--- src/cmp_ctrl_pkg.sv ---
// Constants, register layout and carrier types for the dual comparator control block.
// Assumes an APB master on the system clock; analog results arrive asynchronously.
package cmp_ctrl_pkg;
    localparam logic [11:0] ctrl_off = 12'h000;
    localparam logic [11:0] flag_off = 12'h004;
    localparam logic [11:0] ien_off = 12'h008;
    localparam logic [11:0] port_off = 12'h00c;
    localparam logic [11:0] dir_off = 12'h010;
    localparam logic [11:0] acfg_off = 12'h014;
    localparam logic [7:0] ctrl_rst = 8'h07;
    localparam logic [6:0] dir_rst = 7'h7f;
    localparam logic [3:0] acfg_rst = 4'h0;
    localparam int unsigned res_b_pos = 7;
    localparam int unsigned res_a_pos = 6;
    localparam int unsigned inv_b_pos = 5;
    localparam int unsigned inv_a_pos = 4;
    localparam int unsigned sw_pos = 3;
    localparam logic [2:0] mode_mux4 = 3'h6;
    localparam logic [2:0] mode_off = 3'h7;

    typedef struct packed {
        logic [1:0] sync1;
        logic [1:0] sync2;
        logic [1:0] latched;
        logic [1:0] inv;
        logic sw;
        logic [2:0] mode;
        logic flag;
        logic cmp_en;
        logic periph_en;
        logic glob_en;
        logic [6:0] dir;
        logic [3:0] acfg;
        logic [31:0] prdata;
    } state_t;

    // Per-mode analog routing
    typedef struct packed {
        logic a_on;
        logic b_on;
        logic ref_plus;
        logic neg_sel_b;
        logic pin_out;
    } route_t;
endpackage : cmp_ctrl_pkg

--- src/cmp_ctrl.sv ---
// Dual comparator control: mode decode, polarity, change flag, pin routing, APB registers.
// Assumes raw comparator results are asynchronous; pins resolved outside from enables.
//
// Local design decisions: the placing of the registers and the APB slave port.
`timescale 1ns/1ps
module cmp_ctrl (
    input wire logic clk,
    input wire logic nrst,
    input wire logic psel,
    input wire logic penable,
    input wire logic pwrite,
    input wire logic [11:0] paddr,
    input wire logic [31:0] pwdata,
    output logic [31:0] prdata,
    output logic pready,
    output logic pslverr,
    input wire logic [1:0] cmp_raw,
    input wire logic [6:0] port_f_in,
    input wire logic [6:0] port_f_latch,
    output logic [6:0] port_f_out,
    output logic [6:0] port_f_oe,
    output logic cmp_a_on,
    output logic cmp_b_on,
    output logic ref_to_plus,
    output logic neg_sel_b,
    output logic [3:0] analog_pin_config,
    output logic irq,
    output logic wake
);
    cmp_ctrl_pkg::state_t s_r;
    cmp_ctrl_pkg::state_t s_nxt;
    cmp_ctrl_pkg::route_t rt;
    logic [1:0] res;
    logic acc;
    logic wr;
    logic rd;
    logic [6:0] analog_mask;

    function automatic cmp_ctrl_pkg::route_t decode(input logic [2:0] m, input logic sw);
        cmp_ctrl_pkg::route_t r;
        r = '0;
        unique case (m)
            3'h0: r = '0;
            3'h1: r = '{1'b1, 1'b0, 1'b0, 1'b0, 1'b0};
            3'h2: r = '{1'b1, 1'b1, 1'b0, 1'b0, 1'b0};
            3'h3: r = '{1'b1, 1'b1, 1'b0, 1'b0, 1'b1};
            3'h4: r = '{1'b1, 1'b1, 1'b0, 1'b0, 1'b0};
            3'h5: r = '{1'b0, 1'b1, 1'b0, 1'b0, 1'b0};
            3'h6: r = '{1'b1, 1'b1, 1'b1, sw, 1'b0};
            3'h7: r = '0;
        endcase
        return r;
    endfunction : decode

    // Analog pin mask from config field: fewer pins analog as code rises
    function automatic logic [6:0] amask(input logic [3:0] c);
        logic [6:0] m;
        m = 7'h00;
        if (c < 4'h4) begin
            m = 7'h3f;
        end else if (c < 4'h8) begin
            m = 7'h3c;
        end
        return m;
    endfunction : amask

    assign rt = decode(s_r.mode, s_r.sw);
    assign res = s_r.sync2 ^ s_r.inv;
    assign acc = psel && penable;
    assign wr = acc && pwrite;
    assign rd = acc && !pwrite;
    assign analog_mask = amask(s_r.acfg);

    always_comb begin
        s_nxt = s_r;
        s_nxt.sync1 = cmp_raw;
        s_nxt.sync2 = s_r.sync1;
        if (res != s_r.latched) begin
            s_nxt.flag = 1'b1;
        end
        if (acc && paddr == cmp_ctrl_pkg::ctrl_off) begin
            s_nxt.latched = res;
        end
        if (wr) begin
            unique case (paddr)
                cmp_ctrl_pkg::ctrl_off: begin
                    s_nxt.inv = pwdata[cmp_ctrl_pkg::inv_b_pos:cmp_ctrl_pkg::inv_a_pos];
                    s_nxt.sw = pwdata[cmp_ctrl_pkg::sw_pos];
                    s_nxt.mode = pwdata[2:0];
                end
                cmp_ctrl_pkg::flag_off: begin
                    if (!(res != s_r.latched)) begin
                        s_nxt.flag = pwdata[0];
                    end else begin
                        s_nxt.flag = 1'b1;
                    end
                end
                cmp_ctrl_pkg::ien_off: begin
                    s_nxt.cmp_en = pwdata[0];
                    s_nxt.periph_en = pwdata[1];
                    s_nxt.glob_en = pwdata[2];
                end
                cmp_ctrl_pkg::dir_off: s_nxt.dir = pwdata[6:0];
                cmp_ctrl_pkg::acfg_off: s_nxt.acfg = pwdata[3:0];
                default: s_nxt.dir = s_r.dir;
            endcase
        end
        s_nxt.prdata = 32'h0000_0000;
        if (psel && !penable && !pwrite) begin
            unique case (paddr)
                cmp_ctrl_pkg::ctrl_off: s_nxt.prdata = {24'h000000, res, s_r.inv, s_r.sw, s_r.mode};
                cmp_ctrl_pkg::flag_off: s_nxt.prdata = {31'h0, s_r.flag};
                cmp_ctrl_pkg::ien_off:
                    s_nxt.prdata = {29'h0, s_r.glob_en, s_r.periph_en, s_r.cmp_en};
                cmp_ctrl_pkg::port_off: s_nxt.prdata = {25'h0, port_f_in & ~analog_mask};
                cmp_ctrl_pkg::dir_off: s_nxt.prdata = {25'h0, s_r.dir};
                cmp_ctrl_pkg::acfg_off: s_nxt.prdata = {28'h0, s_r.acfg};
                default: s_nxt.prdata = 32'h0000_0000;
            endcase
        end
    end

    always_ff @(posedge clk or negedge nrst) begin
        if (!nrst) begin
            s_r <= '0;
            s_r.mode <= cmp_ctrl_pkg::ctrl_rst[2:0];
            s_r.dir <= cmp_ctrl_pkg::dir_rst;
            s_r.acfg <= cmp_ctrl_pkg::acfg_rst;
        end else begin
            s_r <= s_nxt;
        end
    end

    assign prdata = s_r.prdata;
    assign pready = 1'b1;
    assign pslverr = acc && !(paddr == cmp_ctrl_pkg::ctrl_off || paddr == cmp_ctrl_pkg::flag_off
        || paddr == cmp_ctrl_pkg::ien_off || paddr == cmp_ctrl_pkg::port_off
        || paddr == cmp_ctrl_pkg::dir_off || paddr == cmp_ctrl_pkg::acfg_off);

    always_comb begin
        port_f_out = port_f_latch;
        if (rt.pin_out) begin
            port_f_out[0] = cmp_raw[0] ^ s_r.inv[0];
            port_f_out[1] = cmp_raw[1] ^ s_r.inv[1];
        end
    end
    assign port_f_oe = ~s_r.dir;
    assign cmp_a_on = rt.a_on;
    assign cmp_b_on = rt.b_on;
    assign ref_to_plus = rt.ref_plus;
    assign neg_sel_b = rt.neg_sel_b;
    assign analog_pin_config = s_r.acfg;
    assign irq = s_r.flag && s_r.cmp_en && s_r.periph_en && s_r.glob_en;
    assign wake = s_r.flag && s_r.cmp_en;

    property p_flag_on_change;
        @(posedge clk) disable iff (!nrst) (res != s_r.latched) |=> s_r.flag;
    endproperty
    a_flag_on_change: assert property (p_flag_on_change) else $error("flag missed");

    property p_irq_gate;
        @(posedge clk) disable iff (!nrst) irq |-> (s_r.flag && s_r.glob_en);
    endproperty
    a_irq_gate: assert property (p_irq_gate) else $error("irq ungated");

    property p_latch_on_access;
        @(posedge clk) disable iff (!nrst) (acc && paddr == cmp_ctrl_pkg::ctrl_off)
            |=> s_r.latched == $past(res);
    endproperty
    a_latch_on_access: assert property (p_latch_on_access) else $error("no latch");

    property p_mode_on_write;
        @(posedge clk) disable iff (!nrst) (wr && paddr == cmp_ctrl_pkg::ctrl_off)
            |=> s_r.mode == $past(pwdata[2:0]);
    endproperty
    a_mode_on_write: assert property (p_mode_on_write) else $error("mode lost");

    property p_off_mode;
        @(posedge clk) disable iff (!nrst) s_r.mode == cmp_ctrl_pkg::mode_off |-> !cmp_a_on && !cmp_b_on;
    endproperty
    a_off_mode: assert property (p_off_mode) else $error("off mode on");

    property p_ref_only_mux4;
        @(posedge clk) disable iff (!nrst) ref_to_plus |-> s_r.mode == cmp_ctrl_pkg::mode_mux4;
    endproperty
    a_ref_only_mux4: assert property (p_ref_only_mux4) else $error("ref routed");

    property p_switch;
        @(posedge clk) disable iff (!nrst) s_r.mode == cmp_ctrl_pkg::mode_mux4 |-> neg_sel_b == s_r.sw;
    endproperty
    a_switch: assert property (p_switch) else $error("switch wrong");

    property p_oe_dir;
        @(posedge clk) disable iff (!nrst) port_f_oe[1:0] == ~s_r.dir[1:0];
    endproperty
    a_oe_dir: assert property (p_oe_dir) else $error("oe wrong");

    c_irq: cover property (@(posedge clk) disable iff (!nrst) irq);
    c_mux4: cover property (@(posedge clk) disable iff (!nrst) ref_to_plus && neg_sel_b);
    c_clear: cover property (@(posedge clk) disable iff (!nrst) s_r.flag ##1 !s_r.flag);
endmodule : cmp_ctrl

--- config.mk ---
export PLATFORM = sky130hd
export DESIGN_NAME = cmp_ctrl
export DESIGN_NICKNAME = d
export VERILOG_FILES = /design/src/cmp_ctrl_pkg.sv /design/src/cmp_ctrl.sv
export SDC_FILE = /design/constraint.sdc
export NUM_CORES = 1
export LEC_CHECK = 0
export ABC_AREA = 1
export BUFFER_PORTS_ARGS = -buffer_cell sky130_fd_sc_hd__clkbuf_2
export CAP_MARGIN = 0
export CORE_MARGIN = 5
export CORE_UTILIZATION = 44
export DETAILED_ROUTE_END_ITERATION = 12
export GPL_TIMING_DRIVEN = 0
export MAX_ROUTING_LAYER = met4
export PLACE_DENSITY = 0.88
export SLEW_MARGIN = 20
export SYNTH_ARGS = -nofsm -noshare
export SYNTH_HDL_FRONTEND = slang
export SYNTH_SLANG_ARGS = --single-unit
export TNS_END_PERCENT = 100
--- constraint.sdc ---
create_clock -name clk -period 2.1 [get_ports clk]
set_input_delay 0.42 -clock clk [delete_from_list [all_inputs] [get_ports clk]]
set_output_delay 0.42 -clock clk [all_outputs]
set_load 0.005 [all_outputs]
==> impl_metrics.xml <==
<?xml version="1.0" encoding="UTF-8"?>
<metrics>
  <group name="clock_network">
    <metric name="cts_post_setup_buffers_inserted" unit="">0</metric>
    <metric name="clock_pin_transition_on_the_worst_setup_and_hold_timing_paths" unit="ns">0.07</metric>
    <metric name="cts.htree.levels" unit="">2</metric>
    <metric name="cts_tree" unit="">built</metric>
    <metric name="cell_at_the_root_of_the_clock_tree" unit="">clkbuf_8</metric>
    <metric name="clk_latency" unit="ns">0.29</metric>
    <metric name="cts.sinks" unit="">35</metric>
    <metric name="number_of_cts_inserted_buffers" unit="">5</metric>
    <metric name="clk_path_buf_depth" unit="">2</metric>
    <metric name="cts-hold-fix-buffers" unit="">0</metric>
  </group>
  <group name="synth">
    <metric name="synthTopCellsByCount" unit="">nand2_1, buf_4, inv_1, nor2_1, nand3_1</metric>
    <metric name="synth.cell_area" unit="um^2">2180</metric>
    <metric name="yosys_cell_types" unit="">26</metric>
    <metric name="yosys_register_bits" unit="">35</metric>
    <metric name="synth-seq-area-share" unit="">0.407</metric>
    <metric name="library_cell_with_the_highest_instance_count_after_synthesis" unit="">nand2_1</metric>
    <metric name="synth-warning-count" unit="">0</metric>
    <metric name="synth-edff-count" unit="">0</metric>
    <metric name="post_synthesis_area_per_instance" unit="um^2">8.06</metric>
    <metric name="postSynth.asyncResetShare" unit="">1.00</metric>
    <metric name="synth_ff_type" unit="">dfrtp_1</metric>
    <metric name="synthDominantAreaCellType" unit="">dfrtp_1</metric>
    <metric name="yosysTopAreaCellShare" unit="">0.287</metric>
    <metric name="post_synth_main_area_contributors" unit="">dfrtp_1, buf_4, dfstp_2, nand2_1, nand3_1</metric>
    <metric name="synthesis.instances" unit="">271</metric>
  </group>
  <group name="global_route">
    <metric name="first_global_vias" unit="">1869</metric>
    <metric name="grt.busiest_layer" unit="">met2</metric>
    <metric name="use_met3" unit="">0.0482</metric>
    <metric name="grt_pass1_wl" unit="um">8180</metric>
    <metric name="antenna_found_initial" unit="">0</metric>
    <metric name="grt_start_max_net_pins" unit="">36</metric>
    <metric name="grt_use_total" unit="">0.167</metric>
    <metric name="grt_overflow" unit="">0</metric>
    <metric name="grt.met2_usage" unit="">0.274</metric>
    <metric name="use_met1" unit="">0.185</metric>
  </group>
  <group name="die">
    <metric name="floorplan.core_area" unit="um^2">4790</metric>
    <metric name="fp-row-count" unit="">25</metric>
    <metric name="floorplan.die.width" unit="um">80.4</metric>
    <metric name="initial_utilization" unit="">0.456</metric>
    <metric name="pin_count" unit="">123</metric>
    <metric name="design.die.area" unit="um^2">6470</metric>
    <metric name="fp.dieH" unit="um">80.4</metric>
  </group>
  <group name="routing">
    <metric name="drc_errors" unit="">0</metric>
    <metric name="routed_via_count_divided_by_cell_count" unit="">4.50</metric>
    <metric name="drt.antenna.violating_nets" unit="">0</metric>
    <metric name="avgRoutedWirePerCell" unit="um">12.0</metric>
    <metric name="detail_route.iter0.violations" unit="">73</metric>
    <metric name="routed_vias" unit="">1964</metric>
    <metric name="routed_wl" unit="um">5220</metric>
    <metric name="detail_route.first_pass.iterations" unit="">7</metric>
  </group>
  <group name="sta">
    <metric name="worst_clock_skew" unit="ns">0.00312</metric>
    <metric name="report.final.hold_viol_count" unit="">0</metric>
    <metric name="rsz0062_at_grt" unit="">false</metric>
    <metric name="period_needed" unit="ns">2.04</metric>
    <metric name="timing.setup.tns" unit="ns">0</metric>
    <metric name="finalHoldWorstSlack" unit="ns">0.218</metric>
    <metric name="final_setup_viols" unit="">0</metric>
    <metric name="worstMarginPinSlew" unit="ns">0.831</metric>
    <metric name="max-slew-margin-rel" unit="">0.446</metric>
    <metric name="finalCritPeriodShare" unit="">0.970</metric>
    <metric name="max_transition_viols_final" unit="">0</metric>
    <metric name="timing.fmax" unit="MHz">491</metric>
  </group>
  <group name="min_path">
    <metric name="timing.hold.worst.class" unit="">input pin to asynchronous set/reset pin</metric>
  </group>
  <group name="setup_path">
    <metric name="cp-end-kind" unit="">output pin</metric>
    <metric name="start_kind" unit="">flip-flop</metric>
    <metric name="critPathArrivalTime" unit="ns">1.62</metric>
    <metric name="timing.reg2reg.setup_slack" unit="ns">0.80</metric>
    <metric name="required" unit="ns">1.68</metric>
    <metric name="critical_path_peak_fanout" unit="">3</metric>
    <metric name="worstSetupPathType" unit="">flip-flop to output pin</metric>
  </group>
  <group name="placed_design">
    <metric name="dp_hpwl" unit="um">4170</metric>
    <metric name="dp_cells" unit="">428</metric>
    <metric name="routabilityCongestion" unit="">0.864</metric>
    <metric name="port-buffer-count" unit="">67</metric>
  </group>
  <group name="job">
    <metric name="maxCapViolations" unit="">0</metric>
  </group>
  <group name="status">
    <metric name="run_status" unit="">finished clean</metric>
  </group>
  <group name="finish">
    <metric name="final_util" unit="">0.583</metric>
    <metric name="area_delta_synth_final" unit="%">27.9</metric>
    <metric name="diodes" unit="">0</metric>
    <metric name="layout.nets" unit="">433</metric>
    <metric name="share_of_cells_above_drive_strength_1" unit="">0.434</metric>
    <metric name="layoutNonFillerInstCount" unit="">436</metric>
  </group>
  <group name="pwr">
    <metric name="vdd.ir_drop.worst" unit="V">0.000381</metric>
    <metric name="static-leakage-power" unit="nW">1.51</metric>
    <metric name="power_density" unit="nW/um^2">472</metric>
    <metric name="total_power" unit="W">0.00132</metric>
  </group>
</metrics>
==> timing repair <==
item / 4_1_cts / 5_1_grt
endpoints found under the hold margin: 0 / 0
gates resized for setup: 2 / 1
endpoints found under the setup margin: 1 / 2
pin swaps: 0 / 1
==> placed cells by master, fill, tap and decap left out, types with 5 or more instances in the layout <==
cell      synthesis  layout
clkbuf_2          0      67
o21ai_0          14      14
dfstp_2          10      10
nand2_1          44      44
nand4_1           8       8
o21ai_2          12      12
clkbuf_8          0       5
xor2_1            5       5
conb_1            2      25
dfrtp_1          25      25
inv_1            29      29
buf_4            43      43
nor2_1           28      27
nand3_1          26      26
==> worst max-delay path, cell delays in order, from the launching register on <==
cell and delay (ns):
dfstp_2 0.56, inv_1 0.09, nor3_4 0.21, mux2_2 0.35, clkbuf_2 0.11
==> sequential cells by signal, summed over array words and instances, names as in the netlist <==
signal / flops
analog_pin_config: 4
prdata: 8
s_nxt: 2
s_r: 21
==> cell type report <==
| class | count | area, um^2 |
|---|---|---|
| Multi-Input combinational cell | 182 | 927 |
| Buffer | 47 | 355 |
| Tap cell | 67 | 83.8 |
| Sequential cell | 35 | 888 |
| Clock inverter | 3 | 20.0 |
| Clock buffer | 5 | 68.8 |
| Fill cell | 448 | 1990 |
| Timing Repair Buffer | 67 | 335 |
| Inverter | 30 | 113 |
==> layer usage <==
layer  vias to the layer above  part of all wire
met5                         -                 0
met4                         0             0.034
met3                        16             0.096
met2                       105              0.49
met1                       859              0.38
li1                        984                 -
==> stage by stage <==
stage / area [um^2] / setup WS (ns)
detailed placement: 2690 / 0.148
global placement: 2690 / 0.210
finish: 2790 / 0.0627
global route: 2790 / 0.0168
CTS: 2790 / 0.0315
floorplan: 2270 / 0.446
==> worst paths after layout <==
path                       cells past startpoint                  from                   end
max reg2reg                                    5  analog_pin_config[3]             prdata[0]
min                                            1                  nrst  analog_pin_config[1]
max in group asynchronous                      1                  nrst               s_r[51]
max                                            4               s_r[47]         port_f_out[0]
min in group clk                               1            cmp_raw[0]             s_nxt[55]
min reg2reg                                    0             s_nxt[56]               s_r[56]
==> power by group <==
group,switching (W),total [W],internal [W]
sequential,0.00000178,0.000681,0.000679
clock,0.000254,0.000484,0.000230
combinational,0.0000790,0.000153,0.0000738
==> logic make-up after synthesis <==
kind of cell | after synthesis | share of synthesized area
AND/OR/NAND/NOR | 119 | 0.253
other | 2 | 0.00344
XOR/XNOR | 6 | 0.0241
flip-flops | 35 | 0.407
multiplexers | 1 | 0.00516
buffers and inverters | 77 | 0.214
AO/OA/AOI/OAI | 31 | 0.0934
Note: power is estimated with default switching activity, not from simulation.
